===== src/verilog/stm_defines.svh =====
// Purpose: Constants of the supply threshold monitor
// Assumes: 100 MHz digital clock
// Notes: Offsets, field positions, reset values and timing counts
`ifndef STM_DEFINES_SVH
`define STM_DEFINES_SVH

// ****************************************
// Control register fields
// ****************************************
`define STM_CODE_MSB 3
`define STM_CODE_LSB 0
`define STM_RANGE_BIT 4
`define STM_ABOVE_BIT 5
`define STM_CODE_RST 4'h2
`define STM_RANGE_RST 1'h0
`define STM_RANGE_LOW 1'h0
`define STM_RANGE_HIGH 1'h1

// ****************************************
// Threshold scale in millivolts
// ****************************************
`define STM_HIGH_BASE_MV 12'h9F6
`define STM_HIGH_STEP_MV 12'h04B
`define STM_LOW_BASE_MV 12'h6A4
`define STM_LOW_STEP_MV 12'h032

// ****************************************
// Timing
// ****************************************
`define STM_CLK_PERIOD_NS 10
`define STM_SETTLE_NS 1000
`define STM_SETTLE_CYC ((`STM_SETTLE_NS + `STM_CLK_PERIOD_NS - 1) / `STM_CLK_PERIOD_NS)

`endif


===== src/verilog/stm_pkg.sv =====
// Purpose: Types of the supply threshold monitor
// Assumes: Nothing
// Notes: State of each clocked module is one packed struct, except the reset release flops
package stm_pkg;

    typedef logic [3:0] stm_code_t;
    typedef logic [11:0] stm_mv_t;

    // ****************************************
    // Configuration carried to the scale
    // ****************************************
    typedef struct packed {
        logic range;
        stm_code_t code;
    } stm_cfg_s;

    // ****************************************
    // Input synchroniser state
    // ****************************************
    typedef struct packed {
        logic s1;
        logic s2;
        logic s3;
        logic stable;
    } stm_sync_s;

    // ****************************************
    // Top state
    // ****************************************
    typedef struct packed {
        stm_cfg_s cfg;
        logic above;
        logic prev_above;
        logic [7:0] settle;
        logic [1:0] status;
        logic [1:0] irq;
        logic mon_en;
        stm_mv_t mv;
        logic [7:0] rdata;
    } stm_top_s;

endpackage


===== src/verilog/stm_monitor.sv =====
// Purpose: Digital side of the supply threshold monitor
// Assumes: Comparator output arrives asynchronously from the analog side
// Notes: Control register reached through a plain write strobe and read port
`timescale 1ns/1ps
`default_nettype none

`include "stm_defines.svh"

module stm_monitor (
    // Clock and reset
    input wire logic clk_i,
    input wire logic nrst_i,
    input wire logic ce_i,
    // Control register access
    input wire logic reg_we_i,
    input wire logic [7:0] reg_wdata_i,
    output logic [7:0] reg_rdata_o,
    // Analog comparator and threshold drive
    input wire logic cmp_above_i,
    output logic mon_en_o,
    output stm_pkg::stm_cfg_s thr_cfg_o,
    output stm_pkg::stm_mv_t thr_mv_o,
    // Transceiver state and interrupts
    input wire logic [1:0] trx_sleep_i,
    input wire logic [1:0] irq_mask_i,
    input wire logic [1:0] irq_clr_i,
    output logic [1:0] irq_status_o,
    output logic [1:0] irq_o
);

    // ****************************************
    // Reset release
    // ****************************************
    logic rst_s1_r;
    logic rst_n;

    always_ff @(posedge clk_i or negedge nrst_i)
    begin
        if (!nrst_i)
        begin
            rst_s1_r <= 1'b0;
            rst_n <= 1'b0;
        end
        else
        begin
            rst_s1_r <= 1'b1;
            rst_n <= rst_s1_r;
        end
    end

    // ****************************************
    // Declarations
    // ****************************************
    localparam logic [7:0] SETTLE_CYC = 8'(`STM_SETTLE_CYC);

    stm_pkg::stm_top_s st_r;
    stm_pkg::stm_top_s st_nxt;
    stm_pkg::stm_cfg_s cfg_wr;
    stm_pkg::stm_cfg_s cfg_sel;
    stm_pkg::stm_mv_t mv_nxt;
    logic sync_above;
    logic active;
    logic settled;
    logic drop;

    // Read image of the control register
    function automatic logic [7:0] reg_image(input stm_pkg::stm_cfg_s cfg, input logic above);
        logic [7:0] img;
        img = 8'h00;
        img[`STM_CODE_MSB:`STM_CODE_LSB] = cfg.code;
        img[`STM_RANGE_BIT] = cfg.range;
        img[`STM_ABOVE_BIT] = above;
        return img;
    endfunction

    // ****************************************
    // Comparator synchroniser and scale
    // ****************************************
    assign cfg_wr = '{range: reg_wdata_i[`STM_RANGE_BIT], code: reg_wdata_i[`STM_CODE_MSB:`STM_CODE_LSB]};
    // Scale sees the next configuration, kept apart from the state copy to avoid a loop
    assign cfg_sel = reg_we_i ? cfg_wr : st_r.cfg;

    stm_sync3 u_sync (
        .clk_i(clk_i),
        .rst_n_i(rst_n),
        .ce_i(ce_i),
        .d_i(cmp_above_i),
        .q_o(sync_above)
    );

    stm_scale u_scale (
        .cfg_i(cfg_sel),
        .mv_o(mv_nxt)
    );

    // ****************************************
    // Next state
    // ****************************************
    always_comb
    begin
        st_nxt = st_r;
        active = ~(trx_sleep_i[0] & trx_sleep_i[1]);
        settled = (st_r.settle == 8'h00);
        drop = 1'b0;

        st_nxt.mon_en = active;

        // A threshold change leaves the comparator stale for a while
        if (reg_we_i)
        begin
            st_nxt.cfg = cfg_wr;
            st_nxt.settle = SETTLE_CYC;
        end
        else if (!active)
        begin
            st_nxt.settle = SETTLE_CYC;
        end
        else if (!settled)
        begin
            st_nxt.settle = st_r.settle - 8'h01;
        end

        if (!active)
        begin
            // Forget history so waking up never looks like a drop
            st_nxt.above = 1'b0;
            st_nxt.prev_above = 1'b0;
        end
        else if (settled && !reg_we_i)
        begin
            st_nxt.above = sync_above;
            st_nxt.prev_above = sync_above;
            // Only a one-to-zero change counts, so a flag that never rose stays quiet
            drop = st_r.prev_above & ~sync_above;
        end

        // Set wins over a clear in the same cycle
        for (int i = 0; i < 2; i++)
        begin
            if (drop && !trx_sleep_i[i])
            begin
                st_nxt.status[i] = 1'b1;
            end
            else if (irq_clr_i[i])
            begin
                st_nxt.status[i] = 1'b0;
            end
        end

        st_nxt.irq = st_nxt.status & irq_mask_i;
        st_nxt.mv = mv_nxt;
        st_nxt.rdata = reg_image(st_nxt.cfg, st_nxt.above);
    end

    // ****************************************
    // State register
    // ****************************************
    always_ff @(posedge clk_i or negedge rst_n)
    begin
        if (!rst_n)
        begin
            st_r.cfg.code <= `STM_CODE_RST;
            st_r.cfg.range <= `STM_RANGE_RST;
            st_r.above <= 1'b0;
            st_r.prev_above <= 1'b0;
            st_r.settle <= SETTLE_CYC;
            st_r.status <= 2'h0;
            st_r.irq <= 2'h0;
            st_r.mon_en <= 1'b0;
            st_r.mv <= `STM_LOW_BASE_MV + 12'(2 * `STM_LOW_STEP_MV);
            st_r.rdata <= {3'h0, `STM_RANGE_RST, `STM_CODE_RST};
        end
        else if (ce_i)
        begin
            st_r <= st_nxt;
        end
    end

    // ****************************************
    // Outputs
    // ****************************************
    assign reg_rdata_o = st_r.rdata;
    assign mon_en_o = st_r.mon_en;
    assign thr_cfg_o = st_r.cfg;
    assign thr_mv_o = st_r.mv;
    assign irq_status_o = st_r.status;
    assign irq_o = st_r.irq;

endmodule

`default_nettype wire


===== src/verilog/stm_scale.sv =====
// Purpose: Threshold code to millivolt scale
// Assumes: Combinational, registered by the caller
// Notes: Linear map, base plus code times step
`timescale 1ns/1ps
`default_nettype none

`include "stm_defines.svh"

module stm_scale (
    // Configuration
    input wire stm_pkg::stm_cfg_s cfg_i,
    // Threshold
    output stm_pkg::stm_mv_t mv_o
);

    stm_pkg::stm_mv_t base;
    stm_pkg::stm_mv_t step;
    stm_pkg::stm_mv_t prod;

    always_comb
    begin
        if (cfg_i.range == `STM_RANGE_HIGH)
        begin
            base = `STM_HIGH_BASE_MV;
            step = `STM_HIGH_STEP_MV;
        end
        else
        begin
            base = `STM_LOW_BASE_MV;
            step = `STM_LOW_STEP_MV;
        end
        prod = step * {8'h00, cfg_i.code};
        mv_o = base + prod;
    end

endmodule

`default_nettype wire


===== src/verilog/stm_sync3.sv =====
// Purpose: Three-flop synchroniser with agreement filter
// Assumes: Input from outside the clock domain
// Notes: Output changes only when stages two and three agree
`timescale 1ns/1ps
`default_nettype none

module stm_sync3 (
    // Clock and reset
    input wire logic clk_i,
    input wire logic rst_n_i,
    input wire logic ce_i,
    // Data
    input wire logic d_i,
    output logic q_o
);

    stm_pkg::stm_sync_s st_r;
    stm_pkg::stm_sync_s st_nxt;

    always_comb
    begin
        st_nxt = st_r;
        st_nxt.s1 = d_i;
        st_nxt.s2 = st_r.s1;
        st_nxt.s3 = st_r.s2;
        // First stage is never looked at, only the second and third
        if (st_r.s2 == st_r.s3)
        begin
            st_nxt.stable = st_r.s3;
        end
    end

    always_ff @(posedge clk_i or negedge rst_n_i)
    begin
        if (!rst_n_i)
        begin
            st_r <= '0;
        end
        else if (ce_i)
        begin
            st_r <= st_nxt;
        end
    end

    assign q_o = st_r.stable;

endmodule

`default_nettype wire

===== config.mk =====
export PLATFORM = sky130hd
export DESIGN_NAME = stm_monitor
export DESIGN_NICKNAME = d
export VERILOG_FILES = /design/src/verilog/stm_pkg.sv /design/src/verilog/stm_monitor.sv /design/src/verilog/stm_scale.sv /design/src/verilog/stm_sync3.sv
export VERILOG_INCLUDE_DIRS = /design/src /design/src/verilog
export SDC_FILE = /design/constraint.sdc
export NUM_CORES = 1
export LEC_CHECK = 0
export ABC_CLOCK_PERIOD_IN_PS = 1550
export BUFFER_PORTS_ARGS = -buffer_cell sky130_fd_sc_hd__buf_2
export CORE_MARGIN = 2
export CORE_UTILIZATION = 53
export DETAILED_ROUTE_END_ITERATION = 7
export PLACE_DENSITY = 0.76
export SLEW_MARGIN = 15
export SYNTH_ARGS = -nofsm -noshare
export SYNTH_HDL_FRONTEND = slang
export SYNTH_SLANG_ARGS = --single-unit

===== constraint.sdc =====
create_clock -name clk_i -period 1.55 [get_ports clk_i]
set_input_delay 0.155 -clock clk_i [delete_from_list [all_inputs] [get_ports clk_i]]
set_output_delay 0.155 -clock clk_i [all_outputs]
set_load 0.01 [all_outputs]

==> results.txt, run 1 <==
* Post-placement setup slack: -2.32 ns
- The synthesized design contains 0 enable-type register cells.
* Worst hold slack across all endpoints: about 0.09 ns
* Tightest Hold Check Type: in -> reg
- Dividing the detail-routed via count by the number of cells gives between 6 and 7.
* Fraction of final layout cells with drive strength greater than 1: 52.3%
* Layout Utilization: 79.0%
* Synthesized flop and latch total: 37
- Summed over all layers, the global routing overflow is 0.
- Sum of negative setup slack: -21.67 ns
* Run status: complete, but fails checks
- Wire length per cell: just over 20 um
- NumNets Final: between 400 and 500
- Input and output buffers added on the ports amount to 43.
* Worst skew pair latency: approximately 0.31 ns
- PnR worst setup slack: -2.49 ns
* Critical path data required time: 1.77 ns
- Summed over all cells, the static leakage comes to ~0.0019 uW.
* Clock tree from TritonCTS: built
* Cell types with the largest area share after synthesis: sky130_fd_sc_hd__dfrtp_1 (26%), sky130_fd_sc_hd__ha_1 (9.4%), sky130_fd_sc_hd__buf_4 (7.8%), sky130_fd_sc_hd__dfstp_2 (7.5%), sky130_fd_sc_hd__nor2_1 (4.4%)
- Between clock sinks in the finished design, the worst skew comes to about 0.011 ns.
- The detail route stage leaves a number of antenna-violating nets equal to 0.
- Number of CTS-inserted buffers: 5
- Area growth, synth to finish: 43.9%
- Ys Warns: 0
* Detailed Place HPWL: between 4000 and 5000 um
- Max cap viols: 0
- The initial utilization of the core area, before any placement, comes to 54.9%.
- FF-to-FF path depth: 18
* Signal arrival time at the worst endpoint: between 4 and 5 ns
- STA classifies the critical path endpoint as a flip-flop.
* Unrepaired setup endpoints after global routing: yes
- Endpoints failing setup: 24
* Die boundary width: around 77 um
- Via count of the first global-routing pass: ~2,700
* Initial antenna violation count: 0
- Cell types with the highest counts after synthesis: sky130_fd_sc_hd__nor2_1 (33), sky130_fd_sc_hd__buf_4 (29), sky130_fd_sc_hd__dfrtp_1 (29)
* Tot GR Track Use: 27.5%
- Post-synth design cell area: 2810 um2
- Top cell type by total area after synthesis: sky130_fd_sc_hd__dfrtp_1
- Diodes inserted: 0
* Clock root buffer: sky130_fd_sc_hd__clkbuf_8
- Placed instance count: between 400 and 500
* Cell count of the worst hold path: 2
* Synth top area share: between 20% and 30%
* Die area: roughly 5900 um2
- For this run, the top clock speed supported by timing is around 0.25 GHz.
* Peak ir drop on the vdd network: around 1100 uV
- Routability cong.: 0.828
- Setup crit start: reg_rdata_o[4]$_DFFE_PN0P_
- Share of synthesized area occupied by flip-flops and latches: 33.4%
- Core region area: around 5100 um2
- Clock tree synthesis found a total of 37 sinks.
- Violations in the final reports: setup timing
- Number of primary I/O pins: roughly 50
- Pin count of the biggest net entering global routing: 36
* Pins over their slew limit: 0
* Maximum buffer depth of the clock tree: 2
* Avg Inst Size Synth: 9.02 um2
- Pwr/cell area: roughly 1800 nW/um2
- Number of H-tree levels: 2
- Period utilization: 261%
- Final wirelength: ~9900 um
* DR DRC count: 0
- The cell count after synthesis came out at about 310.
- Shortest period the worst path allows: roughly 4.0 ns
- The filler cells instantiated in the layout total between 200 and 300.
- DRT iter0 DRCs: 242
- Critical Setup Path Class: reg -> reg
- Critical path fanouts, max: 6
- Die Ht: between 70 and 80 um
- In the post-synthesis netlist, the cell with the most instances is sky130_fd_sc_hd__nor2_1.
- Via count: 2,871
* Number of standard-cell rows in the floorplan: 26
- Register cell area after layout: slightly above 900 um2
* Wire length of the first global-routing pass: ~13,000 um
- Leading register cell type out of synthesis: sky130_fd_sc_hd__dfrtp_1
- Hold violation count in the final report: 0
* Detailed-routing iteration count for the pre-antenna-repair pass: 5
- Synthesis instantiated 55 different standard cells from the library.
* Clock slew seen by the registers of the worst setup and hold paths: approximately 0.09 ns
* Crit start category: flip-flop
* Async S/R FF share, synth: 100%
* Post-Layout Cell Count: 477
* Footprint of the multi-input gates: around 1900 um2
- The worst hold path begins at trx_sleep_i[1].
- The startpoint identified for the worst register-to-register timing path is reg_rdata_o[4]$_DFFE_PN0P_.
metrics by stage:
| step | cell area [um2] | total power (uW) |
|---|---|---|
| after floorplan | 2930 | 3950 |
| after global placement | 3470 | 5080 |
| after detailed placement | 3470 | 5220 |
| after CTS | 3860 | 6480 |
| after global routing | 4040 | 7460 |
| final | 4040 | 7150 |
state kept, by name (all words and copies together) (netlist names):
register / cells
rst_n: 1
u_sync.st_nxt: 2
irq_o: 2
u_sync.st_r: 1
st_r: 9
irq_status_o: 2
thr_mv_o: 12
mon_en_o: 1
reg_rdata_o: 2
rst_s1_r: 1
thr_cfg_o: 3
u_sync.q_o: 1
cell families after synthesis:
group | share of synthesized area [%]
AOI/OAI and AO/OA | 11.7
xor gates and xnor gates | 5.58
adders and majority gates | 12.9
buffers and inverters | 13.0
DFF | 33.4
muxes | 5.84
other | 0.268
and+or+nand+nor | 17.3
worst max-delay path, stage by stage (launching register included):
cell and delay, ns:
sky130_fd_sc_hd__dfrtp_1 0.42, sky130_fd_sc_hd__mux2i_4 0.27, sky130_fd_sc_hd__buf_6 0.16, sky130_fd_sc_hd__nand2_1 0.11, sky130_fd_sc_hd__fa_1 0.59, sky130_fd_sc_hd__inv_1 0.05
sky130_fd_sc_hd__ha_1 0.29, sky130_fd_sc_hd__ha_1 0.35, sky130_fd_sc_hd__nand4b_1 0.20, sky130_fd_sc_hd__nand2_1 0.16, sky130_fd_sc_hd__nor2_2 0.06, sky130_fd_sc_hd__xnor2_1 0.13
sky130_fd_sc_hd__ha_1 0.34, sky130_fd_sc_hd__buf_4 0.13, sky130_fd_sc_hd__nand2_1 0.06, sky130_fd_sc_hd__nand4_1 0.11, sky130_fd_sc_hd__a21oi_1 0.06, sky130_fd_sc_hd__a311oi_1 0.33
sky130_fd_sc_hd__nand4_1 0.13
power breakdown:
group,leakage [uW],switching (uW),total [uW],internal (uW)
Sequential,0.000433,197,1470,1270
Clock,0.0000512,398,759,361
Combinational,0.00142,2470,4930,2450
Total,0.00191,3070,7150,4090
final timing paths:
| path | slack [ns] | to |
|---|---|---|
| worst max register to register | -2.49 | thr_mv_o[10]$_DFFE_PN1P_ |
| max in group asynchronous | 0.83 | thr_mv_o[3]$_DFFE_PN1P_ |
| worst min register to register | 0.35 | st_r[28]$_DFFE_PN0P_ |
| worst min-delay path | 0.09 | mon_en_o$_DFFE_PN0P_ |
| min in group asynchronous | 0.20 | rst_n$_DFF_PN0_ |
| worst max-delay path | -2.49 | thr_mv_o[10]$_DFFE_PN1P_ |
layout make-up:
cell class / count / area share (%)
Timing Repair Buffer: 125 / 22.1
Sequential cell: 37 / 23.2
Inverter: 27 / 2.51
Clock buffer: 6 / 2.05
Clock inverter: 2 / 0.341
Multi-Input combinational cell: 210 / 47.7
Tap cell: 70 / 2.17
timing repair:
item / in CTS / in global routing
buffers inserted: 9 / 7
gates resized for setup: 42 / 31
pin swaps: 24 / 27
hold buffers: 1 / 0
hold endpoints to repair: 2 / 0
endpoints found under the setup margin: 24 / 24
layout by cell type, fill, tap and decap left out, drive strengths merged, types with 2 or more instances in the layout:
| cell type | instances |
|---|---|
| nor2 | 33 |
| xnor2 | 11 |
| and3 | 3 |
| or3 | 2 |
| mux2 | 9 |
| dfstp | 8 |
| a21o | 5 |
| nand3 | 7 |
| o31ai | 2 |
| dfrtp | 29 |
| buf | 124 |
| or2 | 2 |
| xor2 | 6 |
| nand2b | 4 |
| a211oi | 2 |
| clkbuf | 6 |
| a31oi | 3 |
| conb | 4 |
| nor4 | 3 |
| ha | 21 |
| fa | 5 |
| nand2 | 22 |
| mux2i | 5 |
| o21ai | 6 |
| nor2b | 4 |
| nand4 | 3 |
| clkinv | 2 |
| nor3 | 7 |
| a21oi | 21 |
| inv | 27 |
| nand3b | 2 |
| o22ai | 2 |
layer usage:
layer	wire length, um	up-vias	track usage, %	part of all wire (%)
li1	-	1213	-	-
met1	3510	1393	30.9	35
met2	5100	193	50.2	51
met3	671	72	4.12	6.8
met4	627	0	13.8	6.3
met5	0	-	0	0
Power figures use the tool's default switching activity.
==> inputs of run 2 (changes only) <==
- CELL_PAD_IN_SITES_DETAIL_PLACEMENT: not set -> 0
- CELL_PAD_IN_SITES_GLOBAL_PLACEMENT: not set -> 1
- CORE_UTILIZATION: 53 -> 43
- PLACE_DENSITY: 0.76 -> 0.81
==> results.txt, run 2 (same netlist as run 1, synthesis figures left out) <==
- Area growth, synth to finish: 40.3%
- Most used cells in the layout excluding fill and tap cells: sky130_fd_sc_hd__buf_4 (79), sky130_fd_sc_hd__buf_2 (43), sky130_fd_sc_hd__dfrtp_1 (29)
* Register cell area after layout: 936 um2
* Violations in the final reports: setup timing
- After layout, the worst path uses 250% of the clock period.
- Via count: between 2,000 and 2,500
* Critical path fanouts, max: 4
- STA classifies the critical path startpoint as a flip-flop.
- Summing all multi-input logic gate instances after layout gives between 1500 and 2000 um2.
- The worst hold path belongs to the class in -> reg.
* Number of fill cells: 525
- Die Ht: between 80 and 90 um
- Die boundary width: 84.8 um
- The flow ran to the end, but the final reports show violations.
* PnR worst setup slack: -2.33 ns
* Final wirelength: between 6000 and 7000 um
- Max FFs per register: 12
- DR DRC count: 0
- The library cell used most frequently in the layout, excluding fill and tap cells, is sky130_fd_sc_hd__buf_4.
- Max cap viols: 0
* Layout Utilization: 62.3%
- Summed over all failing endpoints, the final setup total negative slack is -19.22 ns.
- Per-cell via count in the routed design: around 5.1
- Peak ir drop on the vdd network: roughly 800 uV
* Initial core utilization: between 40 and 50%
* Critical path data required time: about 1.8 ns
- Grt total ovfl: 0
* Unrepaired setup endpoints after global routing: yes
- With fillers left out, the area of the finished cells amounts to slightly below 4000 um2.
* Number of primary I/O pins: between 40 and 50
* Max Freq: ~0.26 GHz
- Wire length per cell: 13.8 um
- Leakage power summed over all cells: roughly 0.0019 uW
- Hold violation count in the final report: 0
- Post-DP Area: between 3000 and 4000 um2
- Number of standard-cell rows in the floorplan: 29
* Pwr/cell area: 1760 nW/um2
* Clock root buffer: sky130_fd_sc_hd__clkbuf_8
- The clock arrives with approximately 0.011 ns of skew.
* DRT iter0 DRCs: 110
* Placed instance count: between 400 and 500
* Die area: about 7000 um2
- The clock net in this run drives a total of 37 sinks.
- Via count of the first global-routing pass: around 2,500
* Post-Layout Cell Count: about 490
- Clock-pin slew was measured on the worst setup and hold paths at about 0.08 ns.
- Setup violations remaining at the end of the flow were counted as 22.
- Detail Route Antenna Nets: 0
- Cells with a size suffix above 1 make up 50.6% of the layout.
* Pin count of the biggest net entering global routing: 38
- Number of H-tree levels: 2
- The first global-routing pass estimated ~11,000 um of wire.
- Counting the buffers created by CTS gives 5.
- Timing analysis after detailed placement gives a worst setup slack of -2.39 ns.
- For the worst-skew pair, the clock arrives at the later sink with an insertion delay of about 0.30 ns.
- Maximum buffer depth of the clock tree: 2
* Diodes inserted: 0
- The first detailed-routing pass took 4 iterations.
- The critical path is of the reg -> reg type.
* Detailed Place HPWL: a little under 5000 um
* Critical path capture point type: flip-flop
* Routability cong.: approximately 0.84
* Tot GR Track Use: between 10% and 20%
- In the final design database the tool counted 455 nets.
* Signal arrival time at the worst endpoint: ~4.1 ns
* Initial antenna violation count: 0
* Shortest period the worst path allows: just under 4 ns
- Core region area: around 6300 um2
- The count of buffers added on input and output ports is between 40 and 50.
- Pins over their slew limit: 0
- TritonCTS built the clock tree.
[run 2: cell types whose count changed in the layout (fill, tap and decap cells not counted), moves of 3 or more]
| cell | before | now |
|---|---|---|
| sky130_fd_sc_hd__ha_4 | 9 | 6 |
| sky130_fd_sc_hd__xnor2_2 | 3 | 0 |
| sky130_fd_sc_hd__buf_4 | 69 | 79 |
| sky130_fd_sc_hd__ha_1 | 11 | 14 |
| sky130_fd_sc_hd__buf_6 | 10 | 4 |
| sky130_fd_sc_hd__xnor2_1 | 8 | 11 |
[run 2: per-layer routing]
| layer | share of wire (%) | GRT usage [%] | wire length (um) |
|---|---|---|---|
| met4 | 1.8 | 7.36 | 122 |
| met3 | 3.1 | 2.46 | 209 |
| met2 | 51 | 33.0 | 3400 |
| met5 | 0 | 0 | 0 |
| met1 | 44 | 24.4 | 2980 |
[run 2: path summary, 6_finish.rpt]
kind                       slack, ns                startpoint                        to  depth (start not counted)
max reg2reg                    -2.33  thr_cfg_o[1]$_DFFE_PN1P_  thr_mv_o[11]$_DFFE_PN0P_                         19
max                            -2.33  thr_cfg_o[1]$_DFFE_PN1P_  thr_mv_o[11]$_DFFE_PN0P_                         19
min in group asynchronous       0.17                    nrst_i        rst_s1_r$_DFF_PN0_                          2
max in group asynchronous       0.92           rst_n$_DFF_PN0_  thr_cfg_o[1]$_DFFE_PN1P_                          1
min reg2reg                     0.27           rst_n$_DFF_PN0_      st_r[28]$_DFFE_PN0P_                          1
min                             0.08            trx_sleep_i[1]      mon_en_o$_DFFE_PN0P_                          2
[run 2: worst max-delay path: stages (launching register included)]
cell and delay, ns:
sky130_fd_sc_hd__dfstp_2 0.54, sky130_fd_sc_hd__mux2i_1 0.06, sky130_fd_sc_hd__buf_4 0.15, sky130_fd_sc_hd__nor2_4 0.12, sky130_fd_sc_hd__ha_4 0.22, sky130_fd_sc_hd__fa_1 0.50
sky130_fd_sc_hd__ha_4 0.30, sky130_fd_sc_hd__nand3b_1 0.11, sky130_fd_sc_hd__a211oi_2 0.24, sky130_fd_sc_hd__a21o_2 0.17, sky130_fd_sc_hd__a21oi_2 0.05, sky130_fd_sc_hd__xnor2_1 0.13
sky130_fd_sc_hd__ha_1 0.30, sky130_fd_sc_hd__buf_4 0.12, sky130_fd_sc_hd__and3_4 0.17, sky130_fd_sc_hd__nand3_2 0.09, sky130_fd_sc_hd__o21ai_2 0.16, sky130_fd_sc_hd__o31ai_2 0.08
sky130_fd_sc_hd__buf_4 0.14, sky130_fd_sc_hd__a31oi_1 0.15
[run 2: area by class of cell]
type / instances / share of cell area (%)
Multi-Input combinational cell: 210 / 45.3
Sequential cell: 37 / 23.8
Timing Repair Buffer: 129 / 22.9
Inverter: 27 / 2.57
Tap cell: 77 / 2.45
Clock buffer: 5 / 1.75
Clock inverter: 3 / 1.18
[run 2: power by group]
part / internal (uW) / leakage, uW / switching [uW] / total [uW]
logic: 2500 / 0.00139 / 2160 / 4660
registers: 1270 / 0.000433 / 151 / 1420
clock network: 482 / 0.0000543 / 375 / 857
[run 2: timing repair]
item / 4_1_cts / 5_1_grt
cloned: 0 / 0
hold endpoints to repair: 2 / 0
endpoints found under the setup margin: 23 / 24
pin swaps: 20 / 11
setup buffers: 11 / 1
hold buffers: 1 / 0
gates resized for setup: 23 / 18
[run 2: through the flow]
step | total power, uW | hold slack, ns
3_5_place_dp | 5400 | -0.0580
6_report | 6940 | 0.0795
2_1_floorplan | 3950 | -0.141
4_1_cts | 6690 | 0.0615
3_3_place_gp | 5290 | -0.0599
5_1_grt | 7430 | 0.0759
==> inputs of run 3 (changes only) <==
- CELL_PAD_IN_SITES_DETAIL_PLACEMENT: 0 -> not set
- CELL_PAD_IN_SITES_GLOBAL_PLACEMENT: 1 -> not set
- CORE_UTILIZATION: 43 -> 40
- PLACE_DENSITY: 0.81 -> 0.6
==> results.txt, run 3 (same netlist as run 1, synthesis figures left out) <==
- Run status: complete, but fails checks
- The checks that failed: setup timing.
- Endpoints failing setup: 21
- Critical Setup Path Class: reg -> reg
* Die Ht: approximately 88 um
- Cell type with the highest occurrence count on the critical path: sky130_fd_sc_hd__ha_4
- At the worst endpoint, the arrival time is just over 4 ns.
- Final wirelength: 6690 um
- Via count of the first global-routing pass: 2,349
- Wire length per cell: between 10 and 15 um
- Comb pwr share: between 60 and 70%
* Area growth, synth to finish: 49.0%
- On the final layout, the worst clock skew is ~0.0034 ns.
- Worst hold slack across all endpoints: ~0.083 ns
- The detailed router placed approximately 2,500 vias in this run.
* Pin count of the biggest net entering global routing: 36
* Detailed Place HPWL: about 4800 um
- Max Freq: around 0.26 GHz
- Grt total ovfl: 0
- Clock root buffer: sky130_fd_sc_hd__clkbuf_8
* Switching Share: 39.0%
- After routing, the total negative slack on setup checks comes to -18.20 ns.
* Hold violation count in the final report: 0
* Max cap viols: 0
- The clock network is responsible for roughly 12% of the overall power.
* Worst skew pair latency: about 0.29 ns
* Pins over their slew limit: 0
- Critical path capture point type: flip-flop
- Setup crit start: reg_rdata_o[4]$_DFFE_PN0P_
- The analysis attributes to cell leakage a power of 0.00194 uW.
* Clock tree from TritonCTS: built
- The number of antenna violations at the first check in global routing came to 0.
- Counting every sink on the clock net gives 37.
- Number of standard-cell rows in the floorplan: 30
* Clock slew seen by the registers of the worst setup and hold paths: 0.08 ns
* Unrepaired setup endpoints after global routing: yes
- Count of buffers inserted at the top-level ports: 43
* Diodes inserted: 0
- Once detail routing completed, the nets flagged for antenna violations numbered 0.
- PnR worst setup slack: -2.28 ns
* Most used cells in the layout excluding fill and tap cells: sky130_fd_sc_hd__buf_4 (74), sky130_fd_sc_hd__buf_2 (43), sky130_fd_sc_hd__dfrtp_1 (29)
- The pre-antenna-repair detailed-routing pass consisted of 4 iterations.
- Die area: between 7000 and 8000 um2
- For the worst flop-to-flop path, the logic depth is 16.
- In this run the worst path has a maximum fanout of 6.
- Internal power: about 4200 uW
- The startpoint identified for the worst register-to-register timing path is reg_rdata_o[4]$_DFFE_PN0P_.
- NumNets Final: approximately 460
- Of the total power, registers draw about a fifth.
* Per-cell via count in the routed design: approximately 4.8
* Initial core utilization: between 40% and 50%
* DRT iter0 DRCs: 74
* Number of CTS-inserted buffers: 5
- Die boundary width: 87.7 um
- Global routing used between 15 and 20% of the available tracks.
- Net switching power: 2710 uW
- Peak ir drop on the vdd network: 702 uV
- Total power for the finished layout comes to 6950 uW.
- CP peak stage delay: approximately 0.47 ns
- Critical path data required time: roughly 1.8 ns
- For this run, design rule violations remaining after detail routing come to 0.
- Routability-driven placement finished with a final weighted congestion of ~0.8.
- Period utilization: 247%
* Critical Path Sink: thr_mv_o[10]$_DFFE_PN1P_
* Core region area: about 6800 um2
- Shortest period the worst path allows: 3.83 ns
* Capturing point of the worst reg2reg path: thr_mv_o[10]$_DFFE_PN1P_
- STA classifies the critical path startpoint as a flip-flop.
* Maximum buffer depth of the clock tree: 2
- Across all register-to-register paths, the minimum setup slack is -2.28 ns.
- Series of cell instances along the critical path: mux2i_4 > buf_6 > nor2_4 > ha_4 > fa_1 > ha_4 > nand3b_1 > a211oi_2 > a21o_2 > a21oi_2 > xnor2_1 > ha_2 > nand3_2 > or4_1 > a21o_1 > nand4_1
- The largest individual stage delay along the critical path comes from the cell sky130_fd_sc_hd__fa_1.
- Number of H-tree levels: 2
- Layout Utilization: 61.5%
- Wire length of the first global-routing pass: about 11,000 um
- Pwr/cell area: 1660 nW/um2
* Fraction of final layout cells with drive strength greater than 1: 54.5%
- Number of primary I/O pins: 49
* Max FFs per register: 12
- Cell count of the worst hold path: 2
- Leaving out fill and tap cells, the most frequent cell in the layout is sky130_fd_sc_hd__buf_4.
* Tightest Hold Check Type: in -> reg
## run 3: changes by cell type in the layout (fill, tap and decap cells not counted), sizes merged
cell / delta
clkbuf: +1
clkinvlp: -1
buf: +2
## run 3: critical path: cells and delay by family (launching register included)
family                     cells  cell delay, ns
adders and majority gates      4            1.41
and+or+nand+nor                5            0.72
AOI/OAI and AO/OA              4            0.68
DFF                            1            0.41
muxes                          1            0.26
buffers and inverters          1            0.15
xor gates and xnor gates       1            0.13
## run 3: worst min path at each step
stage / startpoint / to / slack (ns)
after floorplan: nrst_i / rst_n$_DFF_PN0_ / -0.14
after global placement: nrst_i / rst_n$_DFF_PN0_ / -0.06
after detailed placement: nrst_i / rst_n$_DFF_PN0_ / -0.06
after CTS: trx_sleep_i[1] / mon_en_o$_DFFE_PN0P_ / 0.07
after global routing: trx_sleep_i[1] / mon_en_o$_DFFE_PN0P_ / 0.07
final: trx_sleep_i[1] / mon_en_o$_DFFE_PN0P_ / 0.08
## run 3: cell type report
cell class	instances	area [um2]
Inverter	27	104
Timing Repair Buffer	131	935
Fill cell	547	2620
Tap cell	96	120
Multi-Input combinational cell	210	1980
Clock inverter	2	35.0
Sequential cell	37	936
Clock buffer	6	72.6
## run 3: power by group through the flow
stage,combinational (uW),sequential [uW],clock (uW)
floorplan,2510,1440,0
detailed placement,3790,1420,0
global placement,3720,1410,0
finish,4690,1420,838
CTS,4400,1410,867
global route,5130,1450,891
## run 3: repair_timing
item	CTS	global route
setup buffers	9	9
resized for setup	57	26
pin swaps	31	11
hold endpoints to repair	2	0
endpoints found under the setup margin	24	24
hold buffers	1	0
## run 3: per-layer routing
| metal | track usage (%) | wire, um | up-vias |
|---|---|---|---|
| met5 | 0 | 0 | - |
| met4 | 5.03 | 79 | 0 |
| met3 | 2.83 | 186 | 8 |
| met2 | 30.0 | 3220 | 45 |
| met1 | 23.6 | 3200 | 1179 |
| li1 | - | - | 1227 |
## run 3: through the flow
| stage | instance area, um2 | worst slack, ns | std cells |
|---|---|---|---|
| global route | 4180 | -2.42 | 509 |
| finish | 4180 | -2.28 | 509 |
| floorplan | 2930 | -2.24 | 313 |
| CTS | 4000 | -2.19 | 501 |
| global placement | 3520 | -2.26 | 484 |
| detailed placement | 3520 | -2.33 | 484 |
